--- src/hdl/fdt_consts.svh ---
// Purpose: Constants of the discovery table reader, both ends.
// Assumes: Serial link in clock mode 0, most significant bit first.
// Notes:   Table bytes are packed with the lowest address in the low bits.
`ifndef FDT_CONSTS_SVH
`define FDT_CONSTS_SVH

// Command code of the discovery read.
`define FDT_CMD        8'hA5
// Command length in link clocks.
`define FDT_CMD_BITS   5'h08
// Address length in link clocks, always three bytes.
`define FDT_ADDR_BITS  5'h18
// Dummy clocks between address and first data bit.
`define FDT_DUMMY_BITS 5'h08
// Link clocks before data: command, address and dummy.
`define FDT_HEAD_BITS  20'h00028
// Width of a table address; the table spans 2048 bytes.
`define FDT_TBL_AW     11
// Value of every unpopulated table byte.
`define FDT_FILL       8'hFF
// Base of the header block and of the parameter block, in 16-byte rows.
`define FDT_HDR_ROW    7'h00
`define FDT_BPT_ROW    7'h03
// Header, bytes 00h..0Fh.
`define FDT_HDR_SIG    32'h50444653
`define FDT_HDR_REV    32'hFF000100
`define FDT_HDR_PH0    64'hFF00003009010000
// Parameter block, bytes 30h..3Fh.
`define FDT_BPT_ERASE  16'h20E5
`define FDT_BPT_SIZE   48'h1FFFFFFFFFFB
`define FDT_BPT_QIO    16'hEB29
`define FDT_BPT_QO     16'h6B27
`define FDT_BPT_DO     16'h3B27
`define FDT_BPT_DIO    16'hBB27
// Host link clock half period in system clocks.
`define FDT_HALF_DEF   8

`endif

--- src/hdl/fdt_pkg.sv ---
// Purpose: Types shared by both ends of the discovery table link.
// Assumes: Nothing beyond the constants header.
// Notes:   States carry no codes; the tools pick them.
package fdt_pkg;

   // Device end states.
   typedef enum logic [2:0] {
      FDT_D_CMD, FDT_D_ADDR, FDT_D_DUMMY, FDT_D_DATA, FDT_D_SKIP
   } fdt_dev_state_e;

   // Host end states.
   typedef enum logic [1:0] {
      FDT_H_IDLE, FDT_H_SETUP, FDT_H_XFER, FDT_H_HOLD
   } fdt_host_state_e;

endpackage

--- src/hdl/fdt_if.sv ---
// Purpose: Serial link between the host end and the table device end.
// Assumes: One select, one clock, one input line and one output line.
// Notes:   A released output line shows the inverse of the device bit.
`timescale 1ns/10ps

interface fdt_if;
   logic sck;             // Link clock, made by the host.
   logic cs_n;            // Select, active low.
   logic serial_in_line;  // Host to device data.
   logic sout;            // Device output value.
   logic sout_oe_n;       // Device output enable, low drives.
   wire  serial_out_line; // Resolved device to host line.

   // A released line shows the inverse of the last bit, so a host that
   // samples outside the driven window reads a wrong bit, not a held one.
   assign serial_out_line = sout_oe_n ? ~sout : sout;

   // Device end.
   modport dev (input sck, input cs_n, input serial_in_line,
                output sout, output sout_oe_n);
   // Host end.
   modport host (output sck, output cs_n, output serial_in_line,
                 input serial_out_line);
endinterface

--- src/hdl/fdt_dev.sv ---
// Purpose: Device end that serves the flash discovery table over the link.
// Assumes: Link clock mode 0; the link pins are asynchronous to MCLK.
// Notes:   Link clock edges are found by sampling; MCLK must run at least
//          eight times faster than the link clock.
`timescale 1ns/10ps
`include "fdt_consts.svh"

module fdt_dev
   import fdt_pkg::*;
#(
   parameter logic [7:0] CMD_CODE = `FDT_CMD // Discovery read command.
)(
   input  wire logic MCLK,     // System clock.
   input  wire logic NRST,     // Asynchronous reset, active low.
   fdt_if.dev        LINK,     // Serial link to the host.
   output logic      SELECTED, // Select seen low after synchronising.
   output logic      STREAMING // Table bytes are being sent.
);

   ////////////////////////////////////////////////////////////////////////
   // Table contents.
   ////////////////////////////////////////////////////////////////////////

   // Returns the table byte at a table address.
   function automatic logic [7:0] table_byte(
      input logic [`FDT_TBL_AW-1:0] a);
      logic [127:0] hdr;
      logic [127:0] bpt;
      logic [6:0]   lane;
      hdr = {`FDT_HDR_PH0,
             `FDT_HDR_REV,
             `FDT_HDR_SIG};
      bpt = {`FDT_BPT_DIO,
             `FDT_BPT_DO,
             `FDT_BPT_QO,
             `FDT_BPT_QIO,
             `FDT_BPT_SIZE,
             `FDT_BPT_ERASE};
      lane = {a[3:0], 3'h0};
      if (a[10:4] == `FDT_HDR_ROW) begin
         table_byte = hdr[lane +: 8];
      end else if (a[10:4] == `FDT_BPT_ROW) begin
         table_byte = bpt[lane +: 8];
      end else begin
         table_byte = `FDT_FILL;
      end
   endfunction

   ////////////////////////////////////////////////////////////////////////
   // Pin synchronisers.
   ////////////////////////////////////////////////////////////////////////

   logic sck_s1;   // Link clock, first stage.
   logic sck_s2;   // Link clock, second stage.
   logic sck_s3;   // Link clock, previous value for edge finding.
   logic cs_s1;    // Select, first stage.
   logic cs_s2;    // Select, second stage.
   logic sin_s1;   // Input line, first stage.
   logic sin_s2;   // Input line, second stage.

   // Every link pin passes two flip-flops before any logic reads it.
   always_ff @(posedge MCLK or negedge NRST) begin
      if (!NRST) begin
         sck_s1 <= 1'b0;
         sck_s2 <= 1'b0;
         sck_s3 <= 1'b0;
         cs_s1  <= 1'b1;
         cs_s2  <= 1'b1;
         sin_s1 <= 1'b0;
         sin_s2 <= 1'b0;
      end else begin
         sck_s1 <= LINK.sck;
         sck_s2 <= sck_s1;
         sck_s3 <= sck_s2;
         cs_s1  <= LINK.cs_n;
         cs_s2  <= cs_s1;
         sin_s1 <= LINK.serial_in_line;
         sin_s2 <= sin_s1;
      end
   end

   ////////////////////////////////////////////////////////////////////////
   // Decoding.
   ////////////////////////////////////////////////////////////////////////

   fdt_dev_state_e         state;      // Phase of the current frame.
   fdt_dev_state_e         next_state; // Phase after this rising edge.
   logic [4:0]             cnt;        // Clocks seen in the current phase.
   logic [23:0]            in_sh;      // Bits shifted in so far.
   logic [`FDT_TBL_AW-1:0] addr;       // Next table address to send.
   logic [2:0]             bit_cnt;    // Bit of the byte on the line.
   logic [6:0]             out_sh;     // Remaining bits of the byte.

   wire        deselect = cs_s2;              // Select is high.
   wire        rise     = sck_s2 & ~sck_s3;   // Link clock rising edge.
   wire        fall     = ~sck_s2 & sck_s3;   // Link clock falling edge.
   wire [23:0] in_next  = {in_sh[22:0], sin_s2}; // Shift with new bit.
   wire        cmd_last = (cnt == `FDT_CMD_BITS - 5'h01);
   wire        adr_last = (cnt == `FDT_ADDR_BITS - 5'h01);
   wire        dum_last = (cnt == `FDT_DUMMY_BITS - 5'h01);
   wire        cmd_hit  = (in_next[7:0] == CMD_CODE);
   wire [7:0]  cur_byte = table_byte(addr); // Byte at the read address.

   // Phase sequence of one frame, advanced on link clock rising edges.
   always_comb begin
      next_state = state;
      case (state)
         FDT_D_CMD: begin
            // An unknown command leaves the rest of the frame ignored.
            if (cmd_last) begin
               next_state = cmd_hit ? FDT_D_ADDR : FDT_D_SKIP;
            end
         end
         FDT_D_ADDR: begin
            // Three address bytes whatever the array address mode.
            if (adr_last) begin
               next_state = FDT_D_DUMMY;
            end
         end
         FDT_D_DUMMY: begin
            // Output stays released through the dummy clocks.
            if (dum_last) begin
               next_state = FDT_D_DATA;
            end
         end
         FDT_D_DATA: begin
            // Data runs until deselect; no burst wrap length applies.
            next_state = FDT_D_DATA;
         end
         FDT_D_SKIP: begin
            // Waits for deselect.
            next_state = FDT_D_SKIP;
         end
         default: begin
            next_state = FDT_D_SKIP;
         end
      endcase
   end

   ////////////////////////////////////////////////////////////////////////
   // Frame sequencing.
   ////////////////////////////////////////////////////////////////////////

   // Deselect returns the device to command phase at any point.
   always_ff @(posedge MCLK or negedge NRST) begin
      if (!NRST) begin
         state <= FDT_D_CMD;
      end else if (deselect) begin
         state <= FDT_D_CMD;
      end else if (rise) begin
         state <= next_state;
      end
   end

   // Phase clock counter, cleared when the phase changes.
   always_ff @(posedge MCLK or negedge NRST) begin
      if (!NRST) begin
         cnt <= 5'h00;
      end else if (deselect || (rise && next_state != state)) begin
         cnt <= 5'h00;
      end else if (rise) begin
         cnt <= cnt + 5'h01;
      end
   end

   // Input shift register for command and address bits.
   always_ff @(posedge MCLK or negedge NRST) begin
      if (!NRST) begin
         in_sh <= 24'h000000;
      end else if (rise) begin
         in_sh <= in_next;
      end
   end

   ////////////////////////////////////////////////////////////////////////
   // Data output.
   ////////////////////////////////////////////////////////////////////////

   // Read address: loaded from the address bytes, then advanced per byte.
   // The counter is as wide as the table, so it wraps to zero by itself.
   always_ff @(posedge MCLK or negedge NRST) begin
      if (!NRST) begin
         addr <= '0;
      end else if (rise && state == FDT_D_ADDR && adr_last) begin
         addr <= in_next[`FDT_TBL_AW-1:0];
      end else if (fall && state == FDT_D_DATA && bit_cnt == 3'h0) begin
         addr <= addr + 1'b1;
      end
   end

   // Bit position within the byte being sent.
   always_ff @(posedge MCLK or negedge NRST) begin
      if (!NRST) begin
         bit_cnt <= 3'h0;
      end else if (state != FDT_D_DATA) begin
         bit_cnt <= 3'h0;
      end else if (fall) begin
         bit_cnt <= bit_cnt + 3'h1;
      end
   end

   // Bits change on falling edges so the host samples them on rising ones.
   always_ff @(posedge MCLK or negedge NRST) begin
      if (!NRST) begin
         LINK.sout <= 1'b0;
         out_sh    <= 7'h00;
      end else if (fall && state == FDT_D_DATA) begin
         if (bit_cnt == 3'h0) begin
            // First bit of a new byte, most significant first.
            LINK.sout <= cur_byte[7];
            out_sh    <= cur_byte[6:0];
         end else begin
            LINK.sout <= out_sh[6];
            out_sh    <= {out_sh[5:0], 1'b0};
         end
      end
   end

   // The line is driven from the first data bit until deselect.
   always_ff @(posedge MCLK or negedge NRST) begin
      if (!NRST) begin
         LINK.sout_oe_n <= 1'b1;
      end else if (deselect || state != FDT_D_DATA) begin
         LINK.sout_oe_n <= 1'b1;
      end else if (fall) begin
         LINK.sout_oe_n <= 1'b0;
      end
   end

   ////////////////////////////////////////////////////////////////////////
   // User side status.
   ////////////////////////////////////////////////////////////////////////

   // Status outputs are plain flops of the frame state.
   always_ff @(posedge MCLK or negedge NRST) begin
      if (!NRST) begin
         SELECTED  <= 1'b0;
         STREAMING <= 1'b0;
      end else begin
         SELECTED  <= ~deselect;
         STREAMING <= ~LINK.sout_oe_n;
      end
   end

endmodule

--- src/flat_wrapper.sv ---
// flat-port wrapper written by rule: the top's interface ports become plain ports
module fdt_dev_flat import fdt_pkg::*;
#(
   parameter logic [7:0] CMD_CODE = `FDT_CMD                           
)
  (MCLK, NRST, SELECTED, STREAMING, LINK_sck, LINK_cs_n, LINK_serial_in_line, LINK_sout, LINK_sout_oe_n);
  fdt_if LINK_i ();
  input  wire logic MCLK;
  input  wire logic NRST;
  output logic SELECTED;
  output logic STREAMING;
  input wire logic [$bits(LINK_i.sck)-1:0] LINK_sck;
  input wire logic [$bits(LINK_i.cs_n)-1:0] LINK_cs_n;
  input wire logic [$bits(LINK_i.serial_in_line)-1:0] LINK_serial_in_line;
  output wire logic [$bits(LINK_i.sout)-1:0] LINK_sout;
  output wire logic [$bits(LINK_i.sout_oe_n)-1:0] LINK_sout_oe_n;
  assign LINK_i.sck = LINK_sck;
  assign LINK_i.cs_n = LINK_cs_n;
  assign LINK_i.serial_in_line = LINK_serial_in_line;
  assign LINK_sout = LINK_i.sout;
  assign LINK_sout_oe_n = LINK_i.sout_oe_n;
  fdt_dev #(.CMD_CODE(CMD_CODE)) u_core (.MCLK(MCLK), .NRST(NRST), .LINK(LINK_i), .SELECTED(SELECTED), .STREAMING(STREAMING));
endmodule
--- config.mk ---
export PLATFORM = sky130hd
export DESIGN_NAME = fdt_dev_flat
export DESIGN_NICKNAME = d
export VERILOG_FILES = /design/src/hdl/fdt_pkg.sv /design/src/hdl/fdt_if.sv /design/src/hdl/fdt_dev.sv /design/src/flat_wrapper.sv
export VERILOG_INCLUDE_DIRS = /design/src /design/src/hdl
export SDC_FILE = /design/constraint.sdc
export NUM_CORES = 1
export LEC_CHECK = 0
export ABC_AREA = 1
export BUFFER_PORTS_ARGS = -buffer_cell sky130_fd_sc_hd__clkbuf_2
export CAP_MARGIN = 25
export CORE_MARGIN = 2
export CORE_UTILIZATION = 50
export DETAILED_ROUTE_END_ITERATION = 7
export PLACE_DENSITY = 0.66
export SYNTH_ARGS = -nofsm -noshare
export SYNTH_HDL_FRONTEND = slang
export SYNTH_SLANG_ARGS = --single-unit
--- constraint.sdc ---
create_clock -name MCLK -period 2.35 [get_ports MCLK]
set_clock_uncertainty 0.2 [all_clocks]
set_input_delay 0.1175 -clock MCLK [delete_from_list [all_inputs] [get_ports MCLK]]
set_output_delay 0.1175 -clock MCLK [all_outputs]
set_load 0.03 [all_outputs]
# == Word level (Yosys, flattened, before mapping) ==
# Cells that the tools add are included.
# totals
reg_bits,50
out_inout_bits,4
# op_classes
addsub,3
n_eq_ne,9
shift,2
muxes,19
n_bitwise,6
reduce_logical,15
# op_table
operator,n
variable part select 128 x 8 -> 8 bit (first input constant),2
two-way mux 3 bit,8
two-way mux 11 bit,2
two-way mux 8 bit,2
case mux 3 bit (4 select lines),1
adder 11 x 1 -> 11 bit (second input constant),1
two-way mux 5 bit,2
nonzero test 2 bit,5
== test 8 bit (second input constant),1
== test 7 x 2 -> 1 bit (second input constant),1
zero test 7 bit,1
two-way mux 7 bit,1
== test 3 x 2 -> 1 bit (second input constant),2
zero test 3 bit,2
adder 5 x 1 -> 5 bit (second input constant),1
== test 5 x 3 -> 1 bit (second input constant),1
== test 5 bit (second input constant),1
logical AND 1 bit,5
inverter 1 bit,4
adder 3 x 1 -> 3 bit (second input constant),1
== test 3 x 1 -> 1 bit (second input constant),1
two-way mux 1 bit,3
!= test 3 x 2 -> 1 bit (second input constant),1
!= test 3 bit,1
2 further kinds,4

# == Depth between registers and ports, before layout ==
# Gate-level depths: netlist of run 1.
# logic_depth
depth_word,8
depth_mapped,10
ltp_nobuf,10

# == Worst setup path before layout of run 1 ==
# OpenSTA, ideal clock, no wires.
# synth_path
path_type,register to register
start,reg u_core.addr[0]
end,reg u_core.out_sh[1]
arrival_ns,1.475
required_ns,2.027
slack_ns,0.552
path_stages_with_launch,8
n_path_buf,0
synth_period_minus_slack_ns,1.798
path_cell_list,dfrtp_1 ha_1 ha_1 or2_2 nand3_1 nand2_1 nor2_1 o21ai_1
# synth_via
elab_chain_cells,4
word_cells_on_any_way,5
cone_classes,2 x shift; 3 x mux
# synth_rtl
element,line_no,rtl
start: declaration,fdt_dev.sv:90,logic [`FDT_TBL_AW-1:0] addr;
start signal: assignment,fdt_dev.sv:185,addr <= in_next[`FDT_TBL_AW-1:0];
start signal: assignment,fdt_dev.sv:187,addr <= addr + 1'b1;
variable part select 128 x 8 -> 8 bit,fdt_dev.sv:43,table_byte = bpt[lane +: 8];
two-way mux 8 bit,fdt_dev.sv:42,end else if (a[10:4] == `FDT_BPT_ROW) begin
two-way mux 8 bit *,fdt_dev.sv:40,if (a[10:4] == `FDT_HDR_ROW) begin
two-way mux 7 bit *,fdt_dev.sv:208,if (bit_cnt == 3'h0) begin
end signal: assignment,fdt_dev.sv:211,out_sh <= cur_byte[6:0];
end signal: assignment,fdt_dev.sv:214,"out_sh <= {out_sh[5:0], 1'b0};"
end: declaration,fdt_dev.sv:92,logic [6:0] out_sh;
# Mark *: on every way between the ends. The rest lies on a longest branch, timed or not.
# A chain may end at the register's enable or synchronous reset.

# == Final worst setup path of run 1 ==
# layout_path
start,reg u_core.addr[0]
end,reg u_core.out_sh[2]
# Same word-level chain as after synthesis.

==> results.toml, run 1 <==
[outcome]
status = "completed"

[critical_path]
timing.rr.end = "u_core.out_sh[2]"
end_kind = "flip-flop"
crit_arrival_ns = 2.03
r2r-start = "u_core.addr[0]"
setup.worst_path.class = "reg -> reg"
crit_path_start_kind = "flip-flop"
rrSetupSlack_ns = 0.34
rr_worst_depth = 9
crit_required_ns = 2.38
crit_fanout = 8

[routing]
ant_nets = 0
vias_per_cell = 5.13
firstDrtPassIters = 4
drc = 0
post_drt_wl_per_cell_um = 12.7
vias = 2243
wirelength_um = 5560
first_iter_violations = 141

[floorplan]
core_um2 = 5570
num_rows = 27
die_h_um = 80.4
die-area_um2 = 6460
io-pin-count = 9
die_w_um = 80.4
start_util_pct = 52.3

[min_path]
holdPathStages = 0
hold_start = "u_core.sck_s1"
min_to = "u_core.sck_s2"
hold_path_class = "reg -> reg"

[timing]
final-setup-viol-count = 0
final_max_slew_viol_count = 0
worst_slew_pin_slew_ns = 0.704
setup_slack_ns = 0.345
hold_viol_final = 0
max_freq_ghz = 0.499
rsz0062_at_grt = "false"
fin_crit_ns = 2.01
maxSlewHeadroom_pct = 53.1
fin_setup_tns_ns = 0
whs_ns = 0.160
final.period_utilization_pct = 85.3

[synthesis]
synth-edff-count = 0
synth.top_cell.area_share_pct = 40.3
ys_seq_area_share_pct = 43.0
ys_top_cells_by_count = "nand2_1 (81), dfrtp_1 (47), inv_1 (32), nor2_1 (32), nand3_1 (21)"
async_flop_share_pct = 100
netlist_instances = 348
avgSynthCellArea_um2 = 8.38
yosysMostFrequentCell = "nand2_1"
yosysWarningCount = 0
synth-main-ff-cell = "dfrtp_1"
synth_area_leaders = "dfrtp_1 (40%), nand2_1 (10%), ha_1 (5.6%), inv_1 (4.1%), nor2_1 (4.1%)"
synth.net_count = 366
ys_ff_latch = 50
synth_top_area_cell = "dfrtp_1"
synth_area_um2 = 2920
synth_cell_type_count = 42

[placed_design]
pre_cts_ws_ns = 0.377
hpwlAfterDp_um = 4210
place.port_buffers = 8
gp_congestion = 0.851

[global_routing]
grt_max_degree = 30
grt_pass1_wl_um = 9940
grtUsageTotal_pct = 19.7
grt_pass1_vias = 2083
antenna_found_initial = 0
grt.overflow.total = 0

[layout]
drive_gt1_share_pct = 16.7
insertedDiodeCount = 0
n_fill_cell = 507
fin_nets = 382
syn2layout_area_growth_pct = 7.98

[power_and_ir_drop]
ir_worst_vdd_uv = 397
leakagePower_uw = 0.00167
power_density_nw_per_um2 = 483

[clocking]
cts_made_buffers = 5
cts.clk_slew.worst_paths_ns = 0.09
cts_tree = "yes"
cts_num_sinks = 50
worstSkewPairLatency_ns = 0.30
post_cts_buffers = 0
clk_path_buf_depth = 2
cts.htree.levels = 2
cts_root_buf = "clkbuf_8"
ctsResizeCount = 0

[job]
cap_violations = 0
==> through the flow <==
step	cell area (um^2)	cells	util, %	power [uW]
finish	3150	437	56.5	1520
global route	3150	437	56.5	1600
CTS	3150	437	56.5	1540
detailed placement	3020	425	54.2	1050
global placement	3020	425	54.2	1050
floorplan	2920	348	-	1000
==> power breakdown <==
| part | total (uW) | switching [uW] | internal (uW) |
|---|---|---|---|
| sequential | 942 | 39.3 | 902 |
| combinational | 94.9 | 61.6 | 33.3 |
| clock | 485 | 275 | 210 |
| total | 1520 | 375 | 1150 |
==> logic make-up (layout without fill, tap and decap cells) <==
kind of cell	count (synthesis)	in the layout	share of synthesized area, %
AOI/OAI and AO/OA	62	62	13.1
xor gates and xnor gates	9	9	2.70
adders and majority gates	13	13	5.58
buffers and inverters	48	65	7.25
DFF	50	50	43.0
and+or+nand+nor	166	166	28.4
==> sequential cells by signal (all words and copies together) (netlist names) <==
name and count:
u_core.addr 11, u_core.in_sh 10, u_core.out_sh 7, u_core.cnt 5, u_core.bit_cnt 3, u_core.state 3, u_core.LINK.sout 1, u_core.LINK.sout_oe_n 1
u_core.SELECTED 1, u_core.STREAMING 1, u_core.cs_s1 1, u_core.cs_s2 1, u_core.sck_s1 1, u_core.sck_s2 1, u_core.sck_s3 1, u_core.sin_s1 1
u_core.sin_s2 1
==> area by class of cell <==
cell class / count / area, um^2 / area share (%)
clock buffer: 6 / 72.6 / 2.30
multi-input combinational: 250 / 1450 / 46.0
sequential: 50 / 1250 / 39.8
tap: 72 / 90.1 / 2.86
clock inverter: 2 / 13.8 / 0.437
inverter: 40 / 150 / 4.77
timing repair buffer: 17 / 118 / 3.73
==> worst max-delay path, stage by stage, from the launching register on <==
cell and delay (ns):
dfrtp_1 0.50, inv_1 0.20, ha_1 0.37, a21oi_1 0.26, nor2_1 0.09, nand2_1 0.07, nand2_1 0.05, nand2_1 0.05
nor2_1 0.04, o21ai_1 0.10
==> layout by cell type, fill, tap and decap left out, types with 3 or more instances in the layout <==
master	Yosys	routed
a21oi_1	20	20
buf_4	2	5
clkbuf_2	0	8
clkbuf_8	0	5
dfrtp_1	47	47
dfstp_2	3	3
dlygate4sd3_1	0	4
ha_1	13	13
inv_1	32	32
inv_2	7	7
nand2_1	81	81
nand2_2	7	7
nand3_1	21	21
nand4_1	5	5
nor2_1	32	32
nor2_4	5	5
o211ai_1	4	4
o21ai_0	17	17
o21ai_1	4	4
o22ai_1	5	5
xor2_1	7	7
==> how the worst max path moves through the flow <==
stage / start / to / slack, ns / depth (start not counted)
final: u_core.addr[0] / u_core.out_sh[2] / 0.34 / 9
after global routing: u_core.addr[0] / u_core.out_sh[2] / 0.17 / 9
after CTS: u_core.addr[0] / u_core.out_sh[2] / 0.33 / 9
after detailed placement: u_core.addr[0] / u_core.out_sh[2] / 0.38 / 9
after global placement: u_core.addr[0] / u_core.out_sh[2] / 0.47 / 9
after floorplan: u_core.addr[0] / u_core.out_sh[1] / 0.55 / 7
==> what timing repair did <==
item,in CTS,in global routing
endpoints found under the hold margin,27,0
endpoints found under the setup margin,0,0
hold buffers,4,0
==> routing by layer <==
layer	vias up	global-route usage [%]	wire length, um
li1	1168	-	-
met5	-	0	0
met4	0	6.10	102
met1	1021	28.7	2810
met3	11	3.37	199
met2	43	29.9	2450
(Power assumes the default switching activity.)
==> run 2, diff against run 1 <==
- ABC_AREA: 1 -> default
- SLEW_MARGIN: default -> 20
==> results.toml, run 2 <==
[outcome]
status = "completed"

[layout]
regMostFlops = "u_core.addr"
final_cell_mix = "dfrtp_1 (47), nand2_1 (29), o21ai_0 (21), nor2_1 (18), a21oi_1 (15)"
biggestRegsByFlops = "u_core.addr (11), u_core.in_sh (10), u_core.out_sh (7)"
insertedDiodeCount = 0
fin_nets = 307
finalCoreUtilization_pct = 58.0
largest_register_ff_count = 11
drive_gt1_share_pct = 17.6
n_fill_cell = 445
final_common_cell = "dfrtp_1"
syn2layout_area_growth_pct = 10.8

[power_and_ir_drop]
clockPowerShare_pct = 33.7
swShare_pct = 22.9
power_density_nw_per_um2 = 581
leakagePower_uw = 0.00129
ir_worst_vdd_uv = 430
internal_power_uw = 1350
switching_power_uw = 399
seqPwrFrac_pct = 58.1
comb_power_share_pct = 8.1

[clocking]
cts_root_buf = "clkbuf_8"
worstSkewPairLatency_ns = 0.30
post_cts_buffers = 0
cts.clk_slew.worst_paths_ns = 0.09
cts.htree.levels = 2
clk_path_buf_depth = 2
cts_made_buffers = 5
cts_num_sinks = 50
cts_tree = "yes"

[synthesis]
synth.net_count = 291
synth_top_area_cell = "dfrtp_1"
synth_area_leaders = "dfrtp_1 (43%), ha_1 (6.0%), mux2_2 (4.2%), nand2_1 (4.0%), o21ai_0 (3.9%)"
synth_area_um2 = 2710
synth_top_family_by_area = "compound AO/OA/AOI/OAI gates"
synthMuxAreaShare_pct = 6.19
synth_fa_ha_area_share_pct = 6.01
avgSynthCellArea_um2 = 9.92
ys_ff_latch = 50
async_flop_share_pct = 100
synth-edff-count = 0
synth-compound-area-share_pct = 18.0
synth_cell_type_count = 57
yosysWarningCount = 0
synth_xor_area_share_pct = 1.62
netlist_instances = 273
synthSimpleGateAreaFrac_pct = 18.0
ys_top_cells_by_count = "dfrtp_1 (47), nand2_1 (29), o21ai_0 (21)"
synth.top_cell.area_share_pct = 43.4
yosysMostFrequentCell = "dfrtp_1"
ys_seq_area_share_pct = 46.3
synth-main-ff-cell = "dfrtp_1"

[global_routing]
grtUsageTotal_pct = 18.3
grt.overflow.total = 0
grt_max_degree = 26
antenna_found_initial = 0
grt_pass1_vias = 1968
grt_pass1_wl_um = 8940

[critical_path]
crit_arrival_ns = 2.13
crit_path_max_incr_delay_ns = 0.55
crit_start = "u_core.addr[0]"
crit_fanout = 12
setup.worst_path.class = "reg -> reg"
crit_required_ns = 2.34
r2r-start = "u_core.addr[0]"
rr_worst_depth = 6
end_kind = "flip-flop"
cp_slowest_cell = "dfrtp_1"
crit_path_start_kind = "flip-flop"
cp_cell_sequence = "inv_1 -> ha_1 -> mux4_2 -> o22ai_1 -> a21oi_1 -> a21o_1"

[floorplan]
io-pin-count = 9
start_util_pct = 52.3
die_h_um = 77.6
die-area_um2 = 6020
core_um2 = 5170
num_rows = 26
die_w_um = 77.6

[timing]
fin_crit_ns = 2.14
hold_viol_final = 0
fin_setup_tns_ns = 0
setup_slack_ns = 0.211
rsz0062_at_grt = "false"
final-setup-viol-count = 0
worst_slew_pin_slew_ns = 0.649
whs_ns = 0.155
maxSlewHeadroom_pct = 56.7
final.period_utilization_pct = 91.0
final_max_slew_viol_count = 0
max_freq_ghz = 0.467

[routing]
ant_nets = 0
vias = 2050
wirelength_um = 5160
first_iter_violations = 145
drc = 0
post_drt_wl_per_cell_um = 14.3
firstDrtPassIters = 4
vias_per_cell = 5.69

[placed_design]
pre_cts_ws_ns = 0.234
gp_congestion = 0.869
place.port_buffers = 8
hpwlAfterDp_um = 3770

[min_path]
holdPathStages = 0
hold_start = "u_core.sin_s1"
hold_path_class = "reg -> reg"

[job]
cap_violations = 0
## run 2: changes by cell type in the layout (fill, tap and decap cells not counted), sizes merged, moves of 4 or more
cell | before | now
nand2 | 92 | 31
inv | 39 | 13
xor2 | 7 | 2
nor2b | 0 | 4
a21oi | 20 | 15
nand3 | 21 | 8
nor2 | 40 | 19
mux2 | 0 | 10
a211oi | 0 | 5
o221a | 0 | 4
nor3 | 5 | 9
## run 2: repair_timing
item                      CTS  global route
hold buffers                5             0
hold endpoints to repair   53             0
resized for setup           0             0
## run 2: metal layers
metal	track usage [%]	up-vias	part of all wire, %
met2	29.0	44	47
met5	0	-	0
met3	3.49	2	3.5
li1	-	1025	-
met1	26.0	979	49
met4	4.64	0	0.41
## run 2: metrics by stage
step | instance area (um^2) | std cells | power [uW]
after CTS | 3000 | 360 | 1770
after global routing | 3000 | 360 | 1830
after floorplan | 2710 | 273 | 1110
final | 3000 | 360 | 1740
after global placement | 2840 | 347 | 1160
after detailed placement | 2840 | 347 | 1170
## run 2: cell type report
type	instances	area [um^2]	area share [%]
inverter	13	48.8	1.63
clock buffer	6	72.6	2.42
multi-input combinational	198	1350	45.0
timing repair buffer	21	150	5.00
sequential	50	1250	41.8
tap	70	87.6	2.92
clock inverter	2	37.5	1.25
## run 2: path summary, 6_finish.rpt
check,endpoint,slack [ns]
max in group asynchronous,u_core.addr[1],1.27
min in group asynchronous,u_core.in_sh[2],0.19
setup / recovery,u_core.out_sh[0],0.21
hold / removal,u_core.sin_s2,0.15
hold reg to reg,u_core.sin_s2,0.15
setup reg to reg,u_core.out_sh[0],0.21
## run 2: critical path: cells and delay by family (launching register included)
family,cells,cell delay [ns]
AOI/OAI and AO/OA,3,0.45
DFF,1,0.55
buffers and inverters,1,0.16
adders and majority gates,1,0.23
muxes,1,0.45
## run 2: kinds of logic after synthesis
logic type	after synthesis
and+or+nand+nor	94
AOI/OAI and AO/OA	73
DFF	50
buffers and inverters	25
muxes	13
adders and majority gates	13
xor gates and xnor gates	5
## run 2: power groups by stage
stage          Sequential, uW  Combinational, uW  Clock [uW]
6_report                 1010                142         588
5_1_grt                  1030                159         647
4_1_cts                  1010                146         606
3_5_place_dp             1030                138           0
3_3_place_gp             1030                134           0
2_1_floorplan            1010               97.0           0
